<file path="config.mk">
export PLATFORM = sky130hd
export DESIGN_NAME = lowfreq_interval_tick_timer
export DESIGN_NICKNAME = d
export VERILOG_FILES = /design/src/inc/tick_timer_pkg.sv /design/src/rtl/tick_sync.sv /design/src/rtl/lowfreq_interval_tick_timer.sv
export SDC_FILE = /design/constraint.sdc
export NUM_CORES = 1
export LEC_CHECK = 0
export ABC_AREA = 1
export BUFFER_PORTS_ARGS = -buffer_cell sky130_fd_sc_hd__buf_2
export CAP_MARGIN = 20
export CORE_ASPECT_RATIO = 1.5
export CORE_UTILIZATION = 43
export DETAILED_ROUTE_END_ITERATION = 6
export PLACE_DENSITY = 0.64
export SYNTH_ARGS = -nofsm -noshare
export SYNTH_HDL_FRONTEND = slang
export SYNTH_SLANG_ARGS = --single-unit
</file>
<file path="constraint.sdc">
create_clock -name MCLK_I -period 1.85 [get_ports MCLK_I]
set_clock_uncertainty 0.15 [all_clocks]
set_input_delay 0.37 -clock MCLK_I [delete_from_list [all_inputs] [get_ports MCLK_I]]
set_output_delay 0.37 -clock MCLK_I [all_outputs]
set_load 0.01 [all_outputs]
</file>
<file path="src/inc/tick_timer_pkg.sv">
// constants of the low-frequency interval tick timer
// assumes an APB master with 32-bit data and a 16-bit byte address
package tick_timer_pkg;
  // register indices; byte address is four times the index
  localparam logic [15:0] IDX_CLOCK_GATE = 16'h0F76;
  localparam logic [15:0] IDX_CONTROL = 16'h0FC8;
  localparam logic [15:0] IDX_STATUS = 16'h0FC9;
  localparam logic [15:0] IDX_MASK = 16'h0FCA;
  localparam logic [15:0] ADDR_CLOCK_GATE = {IDX_CLOCK_GATE[13:0], 2'h0};
  localparam logic [15:0] ADDR_CONTROL = {IDX_CONTROL[13:0], 2'h0};
  localparam logic [15:0] ADDR_STATUS = {IDX_STATUS[13:0], 2'h0};
  localparam logic [15:0] ADDR_MASK = {IDX_MASK[13:0], 2'h0};
  // field positions
  localparam int GATE_BIT = 5;
  localparam int RUN_BIT = 0;
  localparam int SEL_LSB = 1;
  localparam int SEL_MSB = 3;
  localparam int TICK_EVENT_BIT = 0;
  // reset values
  localparam logic [7:0] CLOCK_GATE_RESET = 8'h00;
  localparam logic [2:0] SEL_RESET = 3'h0;
  localparam logic RUN_RESET = 1'b0;
  localparam logic [7:0] STATUS_RESET = 8'h00;
  localparam logic [7:0] MASK_RESET = 8'h00;
  localparam logic [7:0] STATUS_USED = 8'h01;
  // counter width: longest period is 2^15 low-frequency cycles
  localparam int COUNT_W = 15;
  localparam logic [14:0] COUNT_ALL_ONES = 15'h7FFF;
  localparam int SYNC_W = 4;
endpackage

</file>
<file path="src/rtl/tick_sync.sv">
// two-flop synchroniser for the level inputs of the tick timer
// assumes inputs are quasi-static levels or a slow clock
`timescale 1ns/1ps
module tick_sync
(
  // clock and reset
  input wire logic clk_i,
  input wire logic rst_i,
  // levels
  input wire logic [tick_timer_pkg::SYNC_W-1:0] async_i,
  output logic [tick_timer_pkg::SYNC_W-1:0] sync_o
);
  logic [tick_timer_pkg::SYNC_W-1:0] stage1;

  // first stage feeds only the second stage
  always_ff @(posedge clk_i)
  begin
    if (rst_i)
    begin
      stage1 <= '0;
      sync_o <= '0;
    end
    else
    begin
      stage1 <= async_i;
      sync_o <= stage1;
    end
  end
endmodule

</file>
<file path="src/rtl/lowfreq_interval_tick_timer.sv">
// interval tick timer counting the low-frequency clock, APB slave
// assumes the low-frequency clock is far slower than MCLK_I
// Function
// RL1: setting run starts the counter on low-frequency edges when gated on
// RL2: interval code 000 gives 2^15 cycles, each step halves, 111 gives 2^8
// RL3: at each interval raise the interrupt and keep counting unreloaded
// RL4: clearing run zeroes the counter and stops counting
// RL5: interval writes are taken only while run is 0
// RL6: a write setting run updates interval; one clearing run does not
// RL7: oscillator off, stop or deepest sleep clears run, keeps interval
// RL8: clock gate 0 makes the block inoperative, 1 lets it operate
// RL9: reset sets the clock gate bit and run bit to 0
// RL10: software enables the clock gate before touching control
// RL11: software must not clear the clock gate while running
// RL12: interrupt is a one-cycle pulse on the selected bit toggling
// RL13: control bits 7 to 4 read zero and ignore writes
`timescale 1ns/1ps
module lowfreq_interval_tick_timer
(
  // clock and reset
  input wire logic MCLK_I,
  input wire logic RST_I,
  // apb slave
  input wire logic PSEL_I,
  input wire logic PENABLE_I,
  input wire logic PWRITE_I,
  input wire logic [15:0] PADDR_I,
  input wire logic [31:0] PWDATA_I,
  output logic [31:0] PRDATA_O,
  output logic PREADY_O,
  output logic PSLVERR_O,
  // system levels, asynchronous
  input wire logic LOW_FREQUENCY_CLOCK_I,
  input wire logic LOWFREQ_OSC_ENABLE_I,
  input wire logic STOP_MODE_I,
  input wire logic DEEPEST_SLEEP_MODE_I,
  // timer outputs
  output logic TICK_INTERRUPT_O,
  output logic TICK_IRQ_O,
  output logic TICK_RUN_O
);
  typedef enum logic {APB_IDLE, APB_ANSWER} apb_state_type;

  function automatic logic [14:0] interval_mask(input logic [2:0] sel);
    interval_mask = tick_timer_pkg::COUNT_ALL_ONES >> sel;
  endfunction

  function automatic logic is_mapped(input logic [15:0] addr);
    is_mapped = (addr == tick_timer_pkg::ADDR_CLOCK_GATE) ||
                (addr == tick_timer_pkg::ADDR_CONTROL) ||
                (addr == tick_timer_pkg::ADDR_STATUS) ||
                (addr == tick_timer_pkg::ADDR_MASK);
  endfunction

  // synchronised levels
  logic [tick_timer_pkg::SYNC_W-1:0] sync_in;
  logic lf_sync;
  logic osc_en_sync;
  logic stop_sync;
  logic sleep_sync;

  tick_sync u_sync
  (
    .clk_i(MCLK_I),
    .rst_i(RST_I),
    .async_i({DEEPEST_SLEEP_MODE_I, STOP_MODE_I, LOWFREQ_OSC_ENABLE_I,
              LOW_FREQUENCY_CLOCK_I}),
    .sync_o(sync_in)
  );

  assign lf_sync = sync_in[0];
  assign osc_en_sync = sync_in[1];
  assign stop_sync = sync_in[2];
  assign sleep_sync = sync_in[3];

  // state
  apb_state_type apb_state;
  apb_state_type next_apb_state;
  logic [31:0] next_prdata;
  logic next_pready;
  logic next_pslverr;
  logic [7:0] clock_gate_reg;
  logic [7:0] next_clock_gate_reg;
  logic [2:0] tick_sel;
  logic [2:0] next_tick_sel;
  logic tick_run;
  logic next_tick_run;
  logic [7:0] status;
  logic [7:0] next_status;
  logic [7:0] mask;
  logic [7:0] next_mask;
  logic next_irq;
  logic lf_prev;
  logic [14:0] count;
  logic [14:0] next_count;
  logic next_tick;
  logic gate_on;
  logic lf_rise;
  logic wr_done;
  logic [14:0] count_inc;

  assign gate_on = clock_gate_reg[tick_timer_pkg::GATE_BIT];
  assign lf_rise = lf_sync & ~lf_prev;
  assign count_inc = count + 15'h0001;
  // a write lands only on the edge where pready is sampled high
  assign wr_done = (apb_state == APB_ANSWER) & PSEL_I & PENABLE_I &
                   PWRITE_I;

  // bus answer: one wait state, then pready for one cycle
  always_comb
  begin
    next_apb_state = apb_state;
    next_prdata = PRDATA_O;
    next_pready = 1'b0;
    next_pslverr = 1'b0;
    case (apb_state)
      APB_IDLE:
      begin
        if (PSEL_I && PENABLE_I)
        begin
          next_apb_state = APB_ANSWER;
          next_pready = 1'b1;
          next_pslverr = ~is_mapped(PADDR_I);
          next_prdata = 32'h00000000;
          if (!PWRITE_I)
          begin
            case (PADDR_I)
              tick_timer_pkg::ADDR_CLOCK_GATE:
                next_prdata[7:0] = clock_gate_reg;
              // RL13 upper bits zero
              tick_timer_pkg::ADDR_CONTROL:
                next_prdata[3:0] = {tick_sel, tick_run};
              tick_timer_pkg::ADDR_STATUS:
                next_prdata[7:0] = status;
              tick_timer_pkg::ADDR_MASK:
                next_prdata[7:0] = mask;
              default:
                next_prdata = 32'h00000000;
            endcase
          end
        end
      end
      APB_ANSWER:
      begin
        next_apb_state = APB_IDLE;
      end
      default:
      begin
        next_apb_state = APB_IDLE;
      end
    endcase
  end

  always_ff @(posedge MCLK_I)
  begin
    if (RST_I)
    begin
      apb_state <= APB_IDLE;
      PRDATA_O <= 32'h00000000;
      PREADY_O <= 1'b0;
      PSLVERR_O <= 1'b0;
    end
    else
    begin
      apb_state <= next_apb_state;
      PRDATA_O <= next_prdata;
      PREADY_O <= next_pready;
      PSLVERR_O <= next_pslverr;
    end
  end

  // control registers
  always_comb
  begin
    next_clock_gate_reg = clock_gate_reg;
    next_tick_sel = tick_sel;
    next_tick_run = tick_run;
    next_mask = mask;
    if (wr_done && PADDR_I == tick_timer_pkg::ADDR_CLOCK_GATE)
    begin
      next_clock_gate_reg = PWDATA_I[7:0];
    end
    if (wr_done && PADDR_I == tick_timer_pkg::ADDR_MASK)
    begin
      next_mask = PWDATA_I[7:0] & tick_timer_pkg::STATUS_USED;
    end
    // RL8 gate blocks control
    if (wr_done && gate_on && PADDR_I == tick_timer_pkg::ADDR_CONTROL)
    begin
      next_tick_run = PWDATA_I[tick_timer_pkg::RUN_BIT];
      // RL5 RL6 interval only while stopped
      if (!tick_run)
      begin
        next_tick_sel = PWDATA_I[tick_timer_pkg::SEL_MSB:
                                 tick_timer_pkg::SEL_LSB];
      end
    end
    // RL7 hardware stop wins over a write once run is set; a write setting run from 0 holds for one cycle
    if (tick_run && (!osc_en_sync || stop_sync || sleep_sync))
    begin
      next_tick_run = 1'b0;
    end
  end

  // RL9 reset values
  always_ff @(posedge MCLK_I)
  begin
    if (RST_I)
    begin
      clock_gate_reg <= tick_timer_pkg::CLOCK_GATE_RESET;
      tick_sel <= tick_timer_pkg::SEL_RESET;
      tick_run <= tick_timer_pkg::RUN_RESET;
      mask <= tick_timer_pkg::MASK_RESET;
    end
    else
    begin
      clock_gate_reg <= next_clock_gate_reg;
      tick_sel <= next_tick_sel;
      tick_run <= next_tick_run;
      mask <= next_mask;
    end
  end

  // binary counter and tick
  always_comb
  begin
    next_count = count;
    next_tick = 1'b0;
    // RL4 stopped counter held at zero
    if (!tick_run)
    begin
      next_count = 15'h0000;
    end
    // RL1 count low-frequency edges
    else if (gate_on && lf_rise)
    begin
      next_count = count_inc;
      // RL2 RL3 RL12 pulse when selected bit wraps
      next_tick = (count_inc & interval_mask(tick_sel)) == 15'h0000;
    end
  end

  always_ff @(posedge MCLK_I)
  begin
    if (RST_I)
    begin
      count <= 15'h0000;
      lf_prev <= 1'b0;
      TICK_INTERRUPT_O <= 1'b0;
    end
    else
    begin
      count <= next_count;
      lf_prev <= lf_sync;
      TICK_INTERRUPT_O <= next_tick;
    end
  end

  // sticky status, write one to clear; a new tick beats the clear
  always_comb
  begin
    next_status = status;
    if (wr_done && PADDR_I == tick_timer_pkg::ADDR_STATUS)
    begin
      next_status = status & ~PWDATA_I[7:0];
    end
    if (TICK_INTERRUPT_O)
    begin
      next_status[tick_timer_pkg::TICK_EVENT_BIT] = 1'b1;
    end
    next_irq = |(next_status & next_mask);
  end

  always_ff @(posedge MCLK_I)
  begin
    if (RST_I)
    begin
      status <= tick_timer_pkg::STATUS_RESET;
      TICK_IRQ_O <= 1'b0;
      TICK_RUN_O <= 1'b0;
    end
    else
    begin
      status <= next_status;
      TICK_IRQ_O <= next_irq;
      TICK_RUN_O <= next_tick_run;
    end
  end
endmodule

</file>
==> results.toml <==
[sta]
max_freq_mhz = 581.5
holdWs_ns = 0.06132
period_minus_slack_ns = 1.720
post-route-period-util_pct = 92.95
hold_viol = 0
drv_slew = 0
rsz0062_at_grt = "false"
setup_viol = 0

[cells_and_area]
final.fill_count = 773
largest_register_ffs = 15
layout.nets = 591
top_register = "count"
areaGrowthSynthToFinish_pct = 19.24
multi_input_area_mm2 = 0.001644
drive_gt1_share_pct = 23.42
seq_area_mm2 = 0.001289
final_cells = 638
stdcell_area_mm2 = 0.003931
antenna_cells = 0

[cts]
numCtsBuffers = 9
root_buffer = "clkbuf_8"
cts_hold_buf = 0
clockBufferDepth = 2
clk_pin_slew_ns = 0.08
clock_latency_ns = 0.35
clock-sinks = 64
cts_tree = "yes"
cts.htree.levels = 3

[yosys]
synth_cell_types = 34
syn_area_mm2 = 0.003297
ys_warn_count = 0
synth-edff-count = 0
synth_ff_type = "dfxtp_1"
netlist.area_leader.share_pct = 38.86
synth-seq-cells = 64
async_reset_ff_share_pct = 0
synth_cells = 466
ys_top_cells_by_area = "dfxtp_1 (39%), nand2_1 (11%), inv_1 (7.1%)"
synth_area_leader_cell = "dfxtp_1"
yosysMostFrequentCell = "nand2_1"
synth_commonest_cells = "nand2_1 (93), dfxtp_1 (64), inv_1 (62), nor2_1 (48), nand3_1 (34)"
syn_avg_cell_area_um2 = 7.075
synth.yosys.seq_area_share_pct = 38.86

[job]
drv_cap = 0

[die]
core_mm2 = 0.007322
die_area_mm2 = 0.008029
rows = 38
die_h_um = 109.2
initial_core_util_pct = 45.03
die_width_um = 73.50
ioPinCount = 94

[critical_path]
cp.arrival_ns = 1.86
critical_path.startpoint = "count[2]"
r2r_start = "count[2]"
cp-end-kind = "register"
required_ns = 1.99
reg2reg_depth = 8
cp_max_fo = 4
start_kind = "register"
crit_type = "reg -> reg"

[drt]
wl_um = 7779
drt_iter0_drc = 99
via_count = 3047
drt_pass1_iterations = 5
via_per_inst = 4.776
ant_nets = 0
wire_per_inst_um = 12.19
drc = 0

[min_path]
whs_path_depth = 3
hold_path.startpoint = "LOWFREQ_OSC_ENABLE_I"
hold_path_class = "in -> reg"

[global_route]
grt_pass1_vias = 2750
overflow = 0
antenna_found_initial = 0
grtUsageTotal_pct = 20.52
grt_pass1_wl_um = 12330
grt_max_degree = 37

[placement]
placed_area_mm2 = 0.003657
dp_hpwl_um = 5840
gp_congestion = 0.8146
dp.cells = 620
io_buffers = 45

[pwr]
power.density_mw_per_mm2 = 731.2
p_leak_uw = 0.001814
ir_worst_vdd_uv = 375.3

[run_status]
status = "finished, final reports clean"
==> metal layers <==
layer	wire length (um)	track usage, %	share of wire, %	up-vias
met4	196	10.16	2.5	0
met5	0	0	0	-
met3	260	3.327	3.3	16
li1	-	-	-	1583
met2	4180	38.07	54	62
met1	3142	21.83	40	1386
==> placed cells by master (no fill, tap or decap) <==
master,Yosys,routed
nand3_2,2,3
nand3b_1,2,2
o31ai_1,1,1
inv_2,8,9
nor2_8,2,2
nor2_4,5,5
o211ai_1,6,6
clkbuf_8,0,9
ha_4,0,1
buf_2,4,45
nor3_1,12,11
a21oi_1,28,28
nor2_1,48,48
buf_4,25,22
nand4_1,9,9
nand2_4,2,2
nor4_1,1,1
nor2_2,3,3
nor3_4,0,1
clkinv_2,0,2
dfxtp_2,0,6
a31oi_1,2,2
nand3_4,2,2
conb_1,1,24
o21ai_1,3,3
clkinv_4,0,3
a211oi_2,1,1
inv_1,62,61
o21ai_2,1,1
dfxtp_1,64,58
o21ai_0,26,26
nand3_1,34,33
nand2_1,93,92
xor2_1,6,6
nor3_2,3,3
a211oi_1,1,1
bufinv_16,0,2
nand2_2,3,4
==> critical path: stages (launching register included) <==
cell and delay, ns:
dfxtp_1 0.40, nand3_1 0.25, inv_1 0.17, nand2_1 0.09, xor2_1 0.19, nand3_1 0.11, nor2_1 0.11, nand4_1 0.09
nor2_1 0.09
==> through the flow <==
step	worst slack (ns)	power, uW	util, %	setup TNS, ns
2_1_floorplan	0.2453	1532	-	0
3_3_place_gp	-0.04852	1555	49.95	-0.07697
3_5_place_dp	-0.04736	1557	49.95	-0.3007
4_1_cts	0.001878	2890	52.96	0
5_1_grt	0.01159	2982	53.69	0
6_report	0.1304	2874	53.69	0
==> final timing paths <==
kind | to | slack (ns)
max | TICK_INTERRUPT_O | 0.13
min | u_sync.stage1[1] | 0.06
max reg2reg | TICK_INTERRUPT_O | 0.13
min reg2reg | u_sync.sync_o[3] | 0.25
==> power by group <==
group          internal [uW]  leakage [uW]  switching (uW)  total [uW]
clock network            760      0.000113             588        1350
logic                   46.3       0.00118            90.2         137
registers               1390      0.000520            3.15        1390
total                   2190       0.00181             681        2870
==> kinds of logic (layout without fill, tap and decap cells) <==
logic type                 after synthesis  in the layout  synth area share, %
and+or+nand+nor                        221            221                32.71
other                                    1             24               0.1137
DFF                                     64             64                38.86
adders and majority gates                1              1               0.3794
xor gates and xnor gates                 6              6                1.594
buffers and inverters                  104            153                14.84
AOI/OAI and AO/OA                       69             69                11.50
==> layout make-up <==
class                   count  area share, %
inverters                  70          6.684
clock inverters             7          2.451
flip-flops and latches     64          32.78
well taps                 100          3.183
clock buffers               9          3.151
multi-input cells         321          41.82
repair buffers             67          9.930
==> timing repair <==
action                                  in CTS  in global routing
resized for setup                            0                 13
buffers inserted                             0                  2
hold endpoints to repair                     0                  0
endpoints found under the setup margin       0                  3
Note: power is estimated with default switching activity, not from simulation.
